`config.mk`:
```
export PLATFORM = sky130hd
export DESIGN_NAME = sbst_tap
export DESIGN_NICKNAME = d
export VERILOG_FILES = /design/src/sbst_pkg.sv /design/src/sbst_tap.sv /design/src/sbst_sync.sv /design/src/sbst_bsr.sv
export VERILOG_INCLUDE_DIRS = /design/src /design/src/src
export SDC_FILE = /design/constraint.sdc
export NUM_CORES = 1
export LEC_CHECK = 0
export ABC_CLOCK_PERIOD_IN_PS = 2200
export BUFFER_PORTS_ARGS = -buffer_cell sky130_fd_sc_hd__buf_2
export CAP_MARGIN = 20
export CORE_UTILIZATION = 35
export CTS_CLUSTER_SIZE = 28
export DETAILED_ROUTE_END_ITERATION = 12
export GPL_ROUTABILITY_DRIVEN = 0
export GPL_TIMING_DRIVEN = 0
export PLACE_DENSITY = 0.65
export SLEW_MARGIN = 20
export SYNTH_ARGS = -nofsm -noshare
export SYNTH_HDL_FRONTEND = slang
export SYNTH_SLANG_ARGS = --single-unit
```
`constraint.sdc`:
```
create_clock -name CORE_CLK -period 2.2 [get_ports CORE_CLK]
set_input_delay 0.11 -clock CORE_CLK [delete_from_list [all_inputs] [get_ports CORE_CLK]]
set_output_delay 0.11 -clock CORE_CLK [all_outputs]
set_load 0.02 [all_outputs]
```
`src/sbst_defs.svh`:
```
// Constants for the memory boundary-scan test port.
`ifndef SBST_DEFS_SVH
`define SBST_DEFS_SVH

// ==========================================================================
// Instruction codes
`define SBST_IR_W          3
`define SBST_INS_EXTEST    3'h0
`define SBST_INS_IDCODE    3'h1
`define SBST_INS_SAMPLEZ   3'h2
`define SBST_INS_SAMPLE    3'h3
`define SBST_INS_BYPASS    3'h7
`define SBST_IR_CAPTURE    2'h1

// ==========================================================================
// Register sizes and positions
`define SBST_ID_W          32
`define SBST_ID_VALUE      32'h0ABC_D001
`define SBST_BSR_LEN       109
`define SBST_BSR_OE_BIT    108
`define SBST_RESET_EDGES   5

`endif

```
`src/sbst_pkg.sv`:
```
// Types shared by the boundary-scan test port files.
package sbst_pkg;

    // ======================================================================
    // Controller states
    typedef enum logic [3:0] {
        ST_RESET   = 4'h0,
        ST_IDLE    = 4'h1,
        ST_SEL_DR  = 4'h2,
        ST_CAP_DR  = 4'h3,
        ST_SH_DR   = 4'h4,
        ST_EX1_DR  = 4'h5,
        ST_PAU_DR  = 4'h6,
        ST_EX2_DR  = 4'h7,
        ST_UPD_DR  = 4'h8,
        ST_SEL_IR  = 4'h9,
        ST_CAP_IR  = 4'hA,
        ST_SH_IR   = 4'hB,
        ST_EX1_IR  = 4'hC,
        ST_PAU_IR  = 4'hD,
        ST_EX2_IR  = 4'hE,
        ST_UPD_IR  = 4'hF
    } sbst_state_t;

    // ======================================================================
    // Serial pins after synchronisation
    typedef struct packed {
        logic tck;
        logic tms;
        logic tdi;
    } sbst_pins_t;

    // ======================================================================
    // Serial data output with its enable
    typedef struct packed {
        logic tdo;
        logic tdo_oe;
    } sbst_dout_t;

endpackage

```
`src/sbst_tap.sv`:
```
// Boundary-scan test access port of the dual-port memory.
// Function
// Sample on test-clock rise, drive on fall.
// Select and data pins default high.
// Shift in at MSB, out at LSB.
// Five high select edges reset controller.
// Test reset leaves memory operation alone.
// Power-up reset leaves data output high-impedance.
// Instruction selects exactly one data register.
// Three-bit instruction, five codes, three reserved.
// Reset loads identification-read instruction.
// Instruction capture loads pattern 01.
// One-bit skip register cleared under bypass.
// Data capture loads whole pin ring.
// Extest and both sample instructions capture ring.
// Identification instruction captures 32-bit value.
// New instruction applied only at update.
// Sample-with-Z floats output bus until replaced.
// Data output driven only while shifting.
// Extest drives preloaded values onto outputs.
// Cell 108 enables output bus under extest.
// Standard sixteen-state controller on select.
// Reserved codes behave as bypass.
`timescale 1ns/10ps
`include "sbst_defs.svh"
module sbst_tap
    import sbst_pkg::*;
#(
    parameter int                    BSR_LEN = `SBST_BSR_LEN,
    // Identity value is arbitrary.
    parameter logic [`SBST_ID_W-1:0] ID_CODE = `SBST_ID_VALUE
)
(
    // Clock and reset
    input  wire logic               CORE_CLK,
    input  wire logic               RESETN,
    // Serial test pins
    input  wire logic               TCK,
    input  wire logic               TMS,
    input  wire logic               TDI,
    output logic                    TDO,
    output logic                    TDO_OE,
    // Pin ring
    input  wire logic [BSR_LEN-1:0] RING_IN,
    output logic [BSR_LEN-1:0]      RING_OUT,
    output logic                    EXTEST_ACTIVE,
    output logic                    QBUS_OE
);

    // ======================================================================
    // Types and state
    typedef enum logic [1:0] {
        SEL_BYPASS = 2'h0,
        SEL_ID     = 2'h1,
        SEL_BSR    = 2'h2
    } sbst_sel_t;

    typedef struct packed {
        sbst_state_t          state;
        logic [2:0]           ir_sh;
        logic [2:0]           test_instruction;
        logic                 one_bit_skip;
        logic [`SBST_ID_W-1:0] part_identity;
        sbst_dout_t           dout;
        logic [BSR_LEN-1:0]   ring_out;
        logic                 extest;
        logic                 qbus_oe;
    } sbst_st_t;

    sbst_st_t st_reg;
    sbst_st_t st_next;

    sbst_pins_t         pins_raw;
    sbst_pins_t         pins;
    logic               tck_rise;
    logic               tck_fall;
    logic [BSR_LEN-1:0] bsr_q;
    logic [BSR_LEN-1:0] bsr_upd;
    logic               bsr_cap;
    logic               bsr_sh;
    logic               bsr_up;
    logic               in_reset;
    sbst_sel_t          sel;

    // ======================================================================
    // Functions
    function automatic sbst_state_t next_state(input sbst_state_t s, input logic m);
        sbst_state_t n;
        n = s;
        case (s)
            ST_RESET:  n = m ? ST_RESET  : ST_IDLE;
            ST_IDLE:   n = m ? ST_SEL_DR : ST_IDLE;
            ST_SEL_DR: n = m ? ST_SEL_IR : ST_CAP_DR;
            ST_CAP_DR: n = m ? ST_EX1_DR : ST_SH_DR;
            ST_SH_DR:  n = m ? ST_EX1_DR : ST_SH_DR;
            ST_EX1_DR: n = m ? ST_UPD_DR : ST_PAU_DR;
            ST_PAU_DR: n = m ? ST_EX2_DR : ST_PAU_DR;
            ST_EX2_DR: n = m ? ST_UPD_DR : ST_SH_DR;
            ST_UPD_DR: n = m ? ST_SEL_DR : ST_IDLE;
            ST_SEL_IR: n = m ? ST_RESET  : ST_CAP_IR;
            ST_CAP_IR: n = m ? ST_EX1_IR : ST_SH_IR;
            ST_SH_IR:  n = m ? ST_EX1_IR : ST_SH_IR;
            ST_EX1_IR: n = m ? ST_UPD_IR : ST_PAU_IR;
            ST_PAU_IR: n = m ? ST_EX2_IR : ST_PAU_IR;
            ST_EX2_IR: n = m ? ST_UPD_IR : ST_SH_IR;
            ST_UPD_IR: n = m ? ST_SEL_DR : ST_IDLE;
            default:   n = ST_RESET;
        endcase
        return n;
    endfunction

    // Reserved codes fall through to the skip register.
    function automatic sbst_sel_t decode_sel(input logic [2:0] ins);
        sbst_sel_t r;
        case (ins)
            `SBST_INS_IDCODE:  r = SEL_ID;
            `SBST_INS_EXTEST,
            `SBST_INS_SAMPLE,
            `SBST_INS_SAMPLEZ: r = SEL_BSR;
            default:           r = SEL_BYPASS;
        endcase
        return r;
    endfunction

    // ======================================================================
    // Pin synchroniser and boundary register
    assign pins_raw = '{tck: TCK, tms: TMS, tdi: TDI};

    sbst_sync u_sync (
        .clk      (CORE_CLK),
        .rst_n    (RESETN),
        .pins_in  (pins_raw),
        .pins_out (pins),
        .tck_rise (tck_rise),
        .tck_fall (tck_fall)
    );

    assign sel      = decode_sel(st_reg.test_instruction);
    assign in_reset = (st_reg.state == ST_RESET);
    assign bsr_cap  = tck_rise && st_reg.state == ST_CAP_DR && sel == SEL_BSR;
    assign bsr_sh   = tck_rise && st_reg.state == ST_SH_DR && sel == SEL_BSR;
    assign bsr_up   = tck_rise && st_reg.state == ST_UPD_DR && sel == SEL_BSR;

    sbst_bsr #(
        .LEN (BSR_LEN)
    ) u_bsr (
        .clk       (CORE_CLK),
        .rst_n     (RESETN),
        .capture   (bsr_cap),
        .shift     (bsr_sh),
        .update    (bsr_up),
        .clear_upd (in_reset),
        .sin       (pins.tdi),
        .ring      (RING_IN),
        .shift_q   (bsr_q),
        .upd_q     (bsr_upd)
    );

    // ======================================================================
    // Controller and serial registers
    // Controller state lives here, boundary-register state in u_bsr, neither in the memory datapath, so a test reset
    // never touches memory operation.
    always_comb begin
        st_next = st_reg;
        if (tck_rise) begin
            st_next.state = next_state(st_reg.state, pins.tms);
            case (st_reg.state)
                ST_CAP_IR: begin
                    st_next.ir_sh = {1'h0, `SBST_IR_CAPTURE};
                end
                ST_SH_IR: begin
                    st_next.ir_sh = {pins.tdi, st_reg.ir_sh[2:1]};
                end
                ST_UPD_IR: begin
                    st_next.test_instruction = st_reg.ir_sh;
                end
                ST_CAP_DR: begin
                    if (sel == SEL_ID) begin
                        st_next.part_identity = ID_CODE;
                    end else if (sel == SEL_BYPASS) begin
                        st_next.one_bit_skip = 1'h0;
                    end
                end
                ST_SH_DR: begin
                    if (sel == SEL_ID) begin
                        st_next.part_identity = {pins.tdi, st_reg.part_identity[31:1]};
                    end else if (sel == SEL_BYPASS) begin
                        st_next.one_bit_skip = pins.tdi;
                    end
                end
                default: begin
                end
            endcase
        end
        if (tck_fall) begin
            st_next.dout.tdo_oe = (st_reg.state == ST_SH_DR) || (st_reg.state == ST_SH_IR);
            if (st_reg.state == ST_SH_IR) begin
                st_next.dout.tdo = st_reg.ir_sh[0];
            end else begin
                case (sel)
                    SEL_ID:  st_next.dout.tdo = st_reg.part_identity[0];
                    SEL_BSR: st_next.dout.tdo = bsr_q[0];
                    default: st_next.dout.tdo = st_reg.one_bit_skip;
                endcase
            end
            if (!st_next.dout.tdo_oe) begin
                st_next.dout.tdo = 1'h0;
            end
        end
        // Held for as long as the reset state lasts, so a test clock that stops
        // right after the fifth high select edge still leaves no old instruction.
        if (in_reset) begin
            st_next.test_instruction = `SBST_INS_IDCODE;
        end
        st_next.extest   = (st_reg.test_instruction == `SBST_INS_EXTEST);
        st_next.ring_out = bsr_upd;
        case (st_reg.test_instruction)
            `SBST_INS_SAMPLEZ: st_next.qbus_oe = 1'h0;
            `SBST_INS_EXTEST:  st_next.qbus_oe = bsr_upd[`SBST_BSR_OE_BIT];
            default:           st_next.qbus_oe = 1'h1;
        endcase
    end

    // Power-up lands in the reset state with the output floating.
    always_ff @(posedge CORE_CLK or negedge RESETN) begin
        if (!RESETN) begin
            st_reg                  <= '0;
            st_reg.state            <= ST_RESET;
            st_reg.test_instruction <= `SBST_INS_IDCODE;
            st_reg.qbus_oe          <= 1'h1;
        end else begin
            st_reg <= st_next;
        end
    end

    // ======================================================================
    // Outputs
    assign TDO           = st_reg.dout.tdo;
    assign TDO_OE        = st_reg.dout.tdo_oe;
    assign RING_OUT      = st_reg.ring_out;
    assign EXTEST_ACTIVE = st_reg.extest;
    assign QBUS_OE       = st_reg.qbus_oe;

endmodule

```
`src/sbst_sync.sv`:
```
// Two-stage synchroniser and edge finder for the serial test pins.
`timescale 1ns/10ps
module sbst_sync
    import sbst_pkg::*;
(
    // Clock and reset
    input  wire logic       clk,
    input  wire logic       rst_n,
    // Raw and synchronised pins
    input  wire sbst_pins_t pins_in,
    output sbst_pins_t      pins_out,
    output logic            tck_rise,
    output logic            tck_fall
);

    typedef struct packed {
        sbst_pins_t s1;
        sbst_pins_t s2;
        logic       tck_d;
    } sbst_sync_st_t;

    sbst_sync_st_t st_reg;
    sbst_sync_st_t st_next;

    // Undriven select and data pins idle high, so reset values are ones.
    always_comb begin
        st_next       = st_reg;
        st_next.s1    = pins_in;
        st_next.s2    = st_reg.s1;
        st_next.tck_d = st_reg.s2.tck;
    end

    always_ff @(posedge clk or negedge rst_n) begin
        if (!rst_n) begin
            st_reg <= '{s1: 3'h3, s2: 3'h3, tck_d: 1'h0};
        end else begin
            st_reg <= st_next;
        end
    end

    assign pins_out = st_reg.s2;
    assign tck_rise = st_reg.s2.tck & ~st_reg.tck_d;
    assign tck_fall = ~st_reg.s2.tck & st_reg.tck_d;

endmodule

```
`src/sbst_bsr.sv`:
```
// Boundary-scan register: shift stage plus update latch for the pin ring.
`timescale 1ns/10ps
`include "sbst_defs.svh"
module sbst_bsr
    import sbst_pkg::*;
#(
    parameter int LEN = `SBST_BSR_LEN
)
(
    // Clock and reset
    input  wire logic           clk,
    input  wire logic           rst_n,
    // Control from the controller
    input  wire logic           capture,
    input  wire logic           shift,
    input  wire logic           update,
    input  wire logic           clear_upd,
    input  wire logic           sin,
    input  wire logic [LEN-1:0] ring,
    // Results
    output logic [LEN-1:0]      shift_q,
    output logic [LEN-1:0]      upd_q
);

    typedef struct packed {
        logic [LEN-1:0] sh;
        logic [LEN-1:0] up;
    } sbst_bsr_st_t;

    sbst_bsr_st_t st_reg;
    sbst_bsr_st_t st_next;

    always_comb begin
        st_next = st_reg;
        if (capture) begin
            st_next.sh = ring;
        end else if (shift) begin
            st_next.sh = {sin, st_reg.sh[LEN-1:1]};
        end
        if (clear_upd) begin
            st_next.up = '0;
        end else if (update) begin
            st_next.up = st_reg.sh;
        end
    end

    always_ff @(posedge clk or negedge rst_n) begin
        if (!rst_n) begin
            st_reg <= '0;
        end else begin
            st_reg <= st_next;
        end
    end

    assign shift_q = st_reg.sh;
    assign upd_q   = st_reg.up;

endmodule

```
## After elaboration in Yosys (flattened, before gate mapping)

Index checks and enable logic that the tools add are counted.

| storage, ports and cells | value |
|---|---|
| flip-flop bits (word level) | 381 |
| input port bits | 114 |
| output and inout bits | 113 |
| word-level logic and storage cells | 106 |

| operators by class | value |
|---|---|
| equal/unequal tests | 26 |
| multiplexer cells | 33 |
| bitwise operators | 4 |
| reductions and logical operators | 24 |

Operators with widths:

| cell | count |
|---|---|
| $mux 109 | 4 |
| $pmux 33 s2 | 1 |
| $mux 32 | 2 |
| $pmux 4 s12 | 1 |
| $mux 36 | 1 |
| $eq 4x4->1 const B | 8 |
| $eq 4x3->1 const B | 4 |
| $mux 4 | 4 |
| $mux 3 | 4 |
| $reduce_bool 2->1 | 6 |
| $mux 1 | 9 |
| $eq 4x2->1 const B | 2 |
| $ne 2x2->1 const B | 4 |
| $eq 3x2->1 const B | 2 |
| $logic_and 1x1->1 | 6 |
| $mux 2 | 3 |
| $pmux 3 s2 | 1 |
| $reduce_and 6->1 | 1 |
| $reduce_or 3->1 | 2 |
| $eq 4x1->1 const B | 1 |
| $logic_not 4->1 | 1 |
| $ne 2x1->1 const B | 2 |
| $pmux 1 s2 | 2 |
| $pmux 2 s2 | 1 |
| other kinds (11) | 15 |

## Depth between registers and ports, before layout

Gate-level depths: netlist (run 1).

| depth | value |
|---|---|
| depth after elaboration | 9 |
| depth in mapped cells | 11 |
| gate-level depth less buffers | 7 |

## By module

From an unflattened synthesis (run 1), not the netlist that was laid out.

| unflattened totals | value |
|---|---|
| cells, all modules | 1288 |
| area total of the unflattened synthesis | 15551.2 sq um |

Modules (own cells, without submodules):

| module | times used | cells each | area each (sq um) | seq. area each (sq um) |
|---|---|---|---|---|
| sbst_bsr | 1 | 823 | 9349.0 | 5455.2 |
| sbst_tap | 1 | 453 | 5984.5 | 3906.2 |
| sbst_sync | 1 | 12 | 217.7 | 180.2 |

## Least setup slack after synthesis (run 1)

Ideal clock, no wire load.

| timing path | value |
|---|---|
| kind | register to register |
| start | register st_reg[146] in the netlist's numbering |
| end | register u_bsr.st_reg, in the netlist u_bsr.upd_q[100] |
| library setup time | 0.066 ns |
| arrival | 1.817 ns |
| required time | 2.134 ns |
| path slack | 0.318 ns |
| cell stages (with the launch flop) | 10 |
| path buffers | 3 |
| clock period less this slack | 1.882 ns |
| path through | dfstp_2 > a21o_1 > inv_1 > ha_1 > nand4_1 > buf_2 > buf_2 > buf_1 > nand3_1 > nand2_1 |

| on the way | value |
|---|---|
| word-level cells in the longest chain between the ends | 6 |
| elaborated cells on any way between the ends | 9 |
| those cells by class | eq/ne: 4; mux: 1; reduce/logical: 4 |

RTL lines:

| what | line | source |
|---|---|---|
| start: declaration | sbst_tap.sv:70 | `sbst_st_t st_reg;` |
| start signal: assignment | sbst_tap.sv:232 | `st_reg <= st_next;` |
| $eq 3x2->1 / $logic_not 3->1 (equally long branches) | sbst_tap.sv:115 | `case (ins)` |
| $reduce_or 3->1 | sbst_tap.sv:115 |  |
| $pmux 2 s2 (*) | sbst_tap.sv:115 |  |
| $eq 2x2->1 (*) | sbst_tap.sv:142 | `assign bsr_up = tck_rise && st_reg.state == ST_UPD_DR && sel == SEL_BSR;` |
| $logic_and 1x1->1 (*) | sbst_tap.sv:142 |  |
| $reduce_bool 2->1 (no source line) (*) | -- |  |
| end signal: assignment | sbst_bsr.sv:51 | `st_reg <= st_next;` |
| end: declaration | sbst_bsr.sv:30 | `sbst_bsr_st_t st_reg;` |

Every way passes the cells marked *; elsewhere a longest branch is shown, timed or not.
A chain may end at the register's enable or synchronous reset.

## Final worst setup path (run 1)

| timing path | value |
|---|---|
| start | register st_reg[146] in the netlist's numbering |
| end | register u_bsr.st_reg, in the netlist u_bsr.shift_q[105] |

| on the way | value |
|---|---|
| word-level cells in the longest chain between the ends | 6 |
| elaborated cells on any way between the ends | 11 |
| those cells by class | eq/ne: 4; mux: 2; reduce/logical: 5 |

RTL lines:

| what | line |
|---|---|
| $eq 3x2->1 / $logic_not 3->1 (equally long branches) | sbst_tap.sv:115 |
| $reduce_or 3->1 | sbst_tap.sv:115 |
| $pmux 2 s2 (*) | sbst_tap.sv:115 |
| $eq 2x2->1 (*) | sbst_tap.sv:140, sbst_tap.sv:141 |
| $logic_and 1x1->1 (on tied branches) | sbst_tap.sv:140, sbst_tap.sv:141 |
| $mux 109 / $reduce_bool 2->1 (equally long branches) | -- |

Marks and branches as above.

==> metrics, run 1 <==
status=complete, no violations; IR drop worst, VDD=0.0003697 V; overall track demand over capacity in global routing=17.26%; Worst setup EP type=register; FF-to-FF path depth=10; sequential share of the synthesized area=62.44%; top area cells in the synthesized netlist=dfrtp_1 61%, nand2_1 9.5%, mux2i_1 7.2%, buf_4 5.7%, o21ai_0 4.1%; launching point of the worst reg2reg path=st_reg[146]; synthesized instance count=1,420; Post-Place Worst Slack=-0.3381 ns; cell area after synthesis=15,280 um^2; class of the worst hold path=in2async; cell with the most instances on the worst path=buf_6; final period utilization=94.11%; root cell of the clock tree=clkbuf_16; count of vias placed by the detailed router=11,150; CTS H-Tree Depth=2; I/O Pins=227; TritonCTS clock tree=built; number of buffers added by the clock tree synthesis step=42; syn_area_per_cell=10.76 um^2; Final Routed Wirelength=37,470 um; dominant combinational cell family by area after synthesis=simple AND/OR/NAND/NOR gates; vias in the first global route=11,330; post-detailed-placement half-perimeter wirelength=24,850 um; total number of nets in the final design=1,925; Core Util, Final=46.39%; Clock Skews=0.01288 ns; number of core rows=76; smallest hold slack=0.09907 ns; die outline area=44,500 um^2; width of the chip=211.0 um; count of endpoints failing setup in the final report=0; fraction of layout instances using a drive strength above 1=26.05%; critical path launch point=st_reg[146]; maximum cell stage delay along the critical path=0.56 ns; DR WL/cell=15.41 um; cell leakage power=10.46 nW; initial core utilization=35.47%; peak clock frequency supported by timing=483.0 MHz; Yosys Warn Count=0; Critical Path Slowest Stage Cell=dfstp_2; distinct cell type count after synthesis=48; worst slew margin relative to its limit=61.29%; reg-to-reg critical path endpoint=u_bsr.shift_q[105]; Final Hold Viols=0; cell with the most instances after synthesis=nand2_1; adder-cell share of the synthesized area=0.2456%; synth cell count leaders=388 x nand2_1, 375 x dfrtp_1, 125 x o21ai_0; final worst setup slack=0.1297 ns; Die Height=211.0 um; Setup Crit Path Kind=reg2reg; post-synth top area cell=dfrtp_1; Synth Flop Type=dfrtp_1; xor-xnor portion of the synthesized cell area=0.05732%; number of pins with negative max-slew slack in the final report=0; number of DRC markers after the initial detailed-route iteration=746; drt first pass iters=5; power density over the cells=881.1 nW/um^2; shortest period the worst path allows=2.070 ns; largest net degree at the start of global routing=98; max-cap violations=0; endpoint of the most critical setup path=u_bsr.shift_q[105]; area fraction in and, or, nand and nor cells after synthesis=14.79%; number of antenna violations at the first check in global routing=8; clock transition at the registers of the reported paths=0.06 ns; compound-cell area share of the yosys netlist=6.207%; synthesis-to-finish area growth=30.78%; wire length of the first global-routing pass=60,240 um; TritonCTS Sinks=381; Req. time, crit path=2.67 ns; maximum fanout along the worst path=10; DRC violations left=0; clock insertion delay at the later pin of the skew report=0.55 ns; count of input and output buffers=226; transition time of the tightest slew-check pin=0.5807 ns; type of origin of the critical path=register; post-synthesis mux area share=7.353%; maximum buffer depth of the clock tree=3; worst path arrival time=2.54 ns; post-detailed-route via-to-cell ratio=4.585; cells along the critical path=a21o_1 -> inv_1 -> ha_2 -> o2111ai_4 -> buf_8 -> buf_12 -> buf_6 -> buf_6 -> nand2_1 -> o21ai_1; area of the core=43,080 um^2; Yosys top cell area share=61.41%; flop2flop setup slack=0.13 ns; post-synth net total=1,537; number of flops mapped to enable cells by yosys=0; proportion of synthesized flip-flops having asynchronous set or reset=100.0%; post-detailed-route count of antenna-violating nets=0; FF+latch count, synth=381; sum of overflow across all layers after global routing=0; RSZ-0062 raised after global routing=true
[worst min-delay path by stage]
stage | start | endpoint | slack [ns] | depth (start not counted)
final | RESETN | RING_OUT[66] | 0.1 | 3
after global placement | TDI | u_sync.st_next[1] | 0.22 | 1
after detailed placement | RESETN | RING_OUT[61] | -0.02 | 1
after global routing | RESETN | RING_OUT[62] | 0.09 | 3
after CTS | RESETN | RING_OUT[61] | 0.06 | 3
after floorplan | RESETN | EXTEST_ACTIVE | -0.19 | 0
[stage by stage]
step | cells | power [W] | setup TNS (ns) | area [um^2]
2_1_floorplan | 1420 | 0.009250 | 0 | 15280
3_3_place_gp | 2231 | 0.01010 | -2392.04 | 17140
3_5_place_dp | 2235 | 0.01018 | -10.39 | 17260
4_1_cts | 2426 | 0.01784 | 0 | 19920
5_1_grt | 2430 | 0.01844 | -0.006050 | 19980
6_report | 2431 | 0.01761 | 0 | 19980
[cell usage in the layout (no fill, tap or decap), drive strengths merged, types with 4 or more instances in the layout]
cell type    instances
bufinv               5
dfstp                6
diode                7
dfrtp              375
clkbuf              97
clkinv               9
inv                  9
nand2              388
nor2b                6
a21oi                5
nand3              112
nor2                17
dlygate4sd3        113
mux2i              110
buf                392
o21ai              146
or3                  4
[critical path: cells and delay by family (launching register included)]
| family | cells | cell delay (ns) |
|---|---|---|
| buf+inv | 5 | 0.73 |
| flops | 1 | 0.56 |
| compound gates | 3 | 0.38 |
| fa+ha+maj | 1 | 0.22 |
| simple gates | 1 | 0.08 |
[power breakdown]
part | internal [W] | switching, W | leakage (nW)
registers | 0.00724 | 0.000161 | 4.70
clock network | 0.00455 | 0.00284 | 0.724
logic | 0.00109 | 0.00173 | 5.04
total | 0.0129 | 0.00473 | 10.5
[repair_timing]
action                                  in CTS  in global routing
pin swaps                                    0                  0
buffers inserted                             2                  0
hold buffers                               114                  0
endpoints found under the setup margin     195                179
gates resized for setup                      6                 24
endpoints found under the hold margin      324                  0
cloned                                       0                  0
[routing by layer]
layer	track usage, %	wire length, um	up-vias	share of wire [%]
li1	-	-	5377	-
met1	23.35	16900	5455	45
met2	27.61	18050	237	48
met3	2.795	1443	74	3.9
met4	7.096	1048	4	2.8
met5	0	22	-	0.059
[final cells by class]
type | instances | area [um^2]
diodes | 7 | 17.52
plain buffers | 197 | 1371
clock buffers | 59 | 1249
clock inverters | 16 | 215.2
fillers | 3984 | 23090
inverters | 8 | 30.03
multi-input cells | 832 | 4398
flip-flops and latches | 381 | 9542
well taps | 585 | 732.0
repair buffers | 346 | 2430
[kinds of logic (layout without fill, tap and decap cells)]
group | count (synthesis) | in the layout
adders and majority gates | 3 | 3
other | 0 | 7
buffers and inverters | 207 | 626
DFF | 381 | 381
and+or+nand+nor | 543 | 543
xor gates and xnor gates | 1 | 1
AOI/OAI and AO/OA | 173 | 173
muxes | 112 | 112
(Power assumes the default switching activity.)
==> run 2, diff against run 1 <==
GPL_TIMING_DRIVEN = 1   (was 0)
==> run 2 against run 1 <==
Against the previous run: count of clock-buffer cells in the layout grew 4; via count down 6.1%; critical path type unchanged; critical path depth fell by 4; final cell count down 6.7%; sequential share of layout area grew 2.4 points; largest cell class unchanged; routed wire length shrank 5.8%.
==> metrics, run 2 (synthesis results as in run 1) <==
register share of total power=44.1% (was 42.1%); commonest non-fill, non-tap cell in the layout=nand2_1 (unchanged); root cell of the clock tree=clkbuf_16 (unchanged); post-detailed-route via-to-cell ratio=4.617 (was 4.585); CTS H-Tree Depth=2 (unchanged); DRC violations left=0 (unchanged); number of pins with negative max-slew slack in the final report=0 (unchanged); synthesis-to-finish area growth=24.63% (was 30.78%); RSZ-0062 raised after global routing=false (was true); transition time of the tightest slew-check pin=0.5019 ns (was 0.5807 ns); count of vias placed by the detailed router=10,470 (was 11,150); Die Height=211.0 um (unchanged); Critical Path Slowest Stage Cell=dfrtp_1 (was dfstp_2); Req. time, crit path=2.60 ns (was 2.67 ns); clock transition at the registers of the reported paths=0.06 ns (about the same); Final Hold Viols=0 (unchanged); sum of overflow across all layers after global routing=0 (unchanged); Cell Count Post-Placement=2,079 (was 2,235); internal power contribution=0.01231 W (was 0.01288 W); post-detailed-placement half-perimeter wirelength=22,640 um (was 24,850 um); clock insertion delay at the later pin of the skew report=0.55 ns (about the same); shortest period the worst path allows=2.018 ns (was 2.070 ns); count of input and output buffers=226 (unchanged); largest net degree at the start of global routing=74 (was 98); Fill cells=3,999 (was 3,984); switching part of the total power=27.35% (was 26.88%); Clock Skews=0.01205 ns (was 0.01288 ns); maximum cell stage delay along the critical path=0.60 ns (was 0.56 ns); number of antenna violations at the first check in global routing=1 (was 8); power density over the cells=889.8 nW/um^2 (was 881.1 nW/um^2); clock power share=40.4% (was 42.0%); maximum fanout along the worst path=26 (was 10); IR drop worst, VDD=0.0005551 V (was 0.0003697 V); width of the chip=211.0 um (unchanged); cell with the most instances on the worst path=buf_12 (was buf_6); count of endpoints failing setup in the final report=0 (unchanged); Final Routed Wirelength=35,300 um (was 37,470 um); class of the worst hold path=in2reg (was in2async); TritonCTS clock tree=built (unchanged); fraction of layout instances using a drive strength above 1=20.94% (was 26.05%); overall track demand over capacity in global routing=16.11% (was 17.26%); status=complete, no violations (unchanged); total area of multi-input combinational cells=4419 um^2 (was 4398 um^2); wire length of the first global-routing pass=56,550 um (was 60,240 um); count of instances resized after the clock tree is built=0 (was 6); number of buffers added by the clock tree synthesis step=42 (unchanged); DR WL/cell=15.57 um (was 15.41 um); number of core rows=76 (unchanged); cells along the critical path=nand2_1 -> nor3_2 -> buf_12 -> buf_12 -> mux2i_1 -> o21ai_0 (was a21o_1 -> inv_1 -> ha_2 -> o2111ai_4 -> buf_8 -> buf_12 -> buf_6 -> buf_6 -> nand2_1 -> o21ai_1); buffer count from post-CTS setup fixing=0 (was 2); TritonCTS Sinks=381 (unchanged); die outline area=44,500 um^2 (unchanged); register cell area after layout=9542 um^2 (unchanged); cell leakage power=9.783 nW (was 10.46 nW); I/O Pins=227 (unchanged); setup TNS=0 ns (unchanged); final instance count without filler cells=2,267 (was 2,431); area of the core=43,080 um^2 (unchanged); initial core utilization=35.47% (unchanged); net switching component of the power=0.004635 W (was 0.004732 W); Setup Crit Path Kind=reg2reg (unchanged); total number of nets in the final design=1,767 (was 1,925); Post-CTS Hold Fix Bufs=112 (was 114); worst slew margin relative to its limit=66.54% (was 61.29%); max-cap violations=0 (unchanged); fraction of power consumed by combinational cells=15.5% (was 16.0%); vias in the first global route=10,790 (was 11,330); number of DRC markers after the initial detailed-route iteration=898 (was 746); post-detailed-route count of antenna-violating nets=0 (unchanged); most frequent cells in the layout=388 x nand2_1, 375 x dfrtp_1, 225 x buf_2 (was 388 x nand2_1, 375 x dfrtp_1, 243 x buf_2); peak clock frequency supported by timing=495.6 MHz (was 483.0 MHz); type of origin of the critical path=register (unchanged); drt first pass iters=7 (was 5); maximum buffer depth of the clock tree=3 (unchanged); final period utilization=91.72% (was 94.11%); worst path arrival time=2.42 ns (was 2.54 ns); Worst setup EP type=register (unchanged)
[run 2: cell count changes in the layout (fill, tap and decap cells not counted), moves of 3 or more]
cell       previous run  this run
buf_4               118        18
buf_12                3        29
clkbuf_1             33        11
buf_2               243       225
buf_6                16         0
clkbuf_2              9         0
buf_1                 6         0
diode_2               7         1
buf_16                4         0
bufinv_16             5         1
clkbuf_4              3         0
[run 2: per-stage QoR]
step	setup WS [ns]	hold slack (ns)	total power, W	util, %	cell area (um^2)
2_1_floorplan	0.3178	-0.1856	0.009250	-	15280
6_report	0.1821	0.08320	0.01695	44.21	19040
3_3_place_gp	0.2796	0.09141	0.01003	38.49	16580
3_5_place_dp	0.2398	0.09607	0.01009	38.49	16580
4_1_cts	0.2046	0.06508	0.01714	44.21	19040
5_1_grt	0.04576	0.1174	0.01768	44.21	19040
[run 2: worst paths after layout]
check / from / to / slack [ns] / depth (start not counted)
max reg2reg: st_reg[152] / u_bsr.shift_q[50] / 0.18 / 6
min: RING_IN[18] / u_bsr.shift_q[18] / 0.08 / 4
min reg2reg: u_sync.st_next[3] / u_sync.pins_out[2] / 0.35 / 0
max: st_reg[152] / u_bsr.shift_q[50] / 0.18 / 6
max in group asynchronous: RESETN / u_sync.st_next[2] / 1.31 / 3
min in group asynchronous: RESETN / RING_OUT[62] / 0.09 / 2
[run 2: critical path, delay by kind of cell, from the launching register on]
kind | cells | cell delay (ns)
flip-flops | 1 | 0.60
buffers and inverters | 2 | 0.49
AND/OR/NAND/NOR | 2 | 0.43
multiplexers | 1 | 0.20
AO/OA/AOI/OAI | 1 | 0.12
[run 2: layer usage]
layer,share of wire (%),routed length [um],global-route usage [%]
met1,46,16060,21.23
met2,48,16770,26.10
met3,4.2,1496,2.869
met4,2.7,965,6.922
met5,0,0,0
[run 2: final cells by class]
class	count	area share [%]
well taps	585	3.843
diodes	1	0.01314
multi-input cells	832	23.20
flip-flops and latches	381	50.10
clock inverters	12	0.5256
clock buffers	63	6.517
repair buffers	385	15.64
inverters	8	0.1577
[run 2: power groups by stage]
stage                     sequential [W]  clock, W  combinational [W]
after floorplan                  0.00750         0            0.00175
after global placement           0.00759         0            0.00245
after detailed placement         0.00760         0            0.00249
after CTS                        0.00747   0.00701            0.00266
after global routing             0.00751   0.00729            0.00288
final                            0.00747   0.00684            0.00263
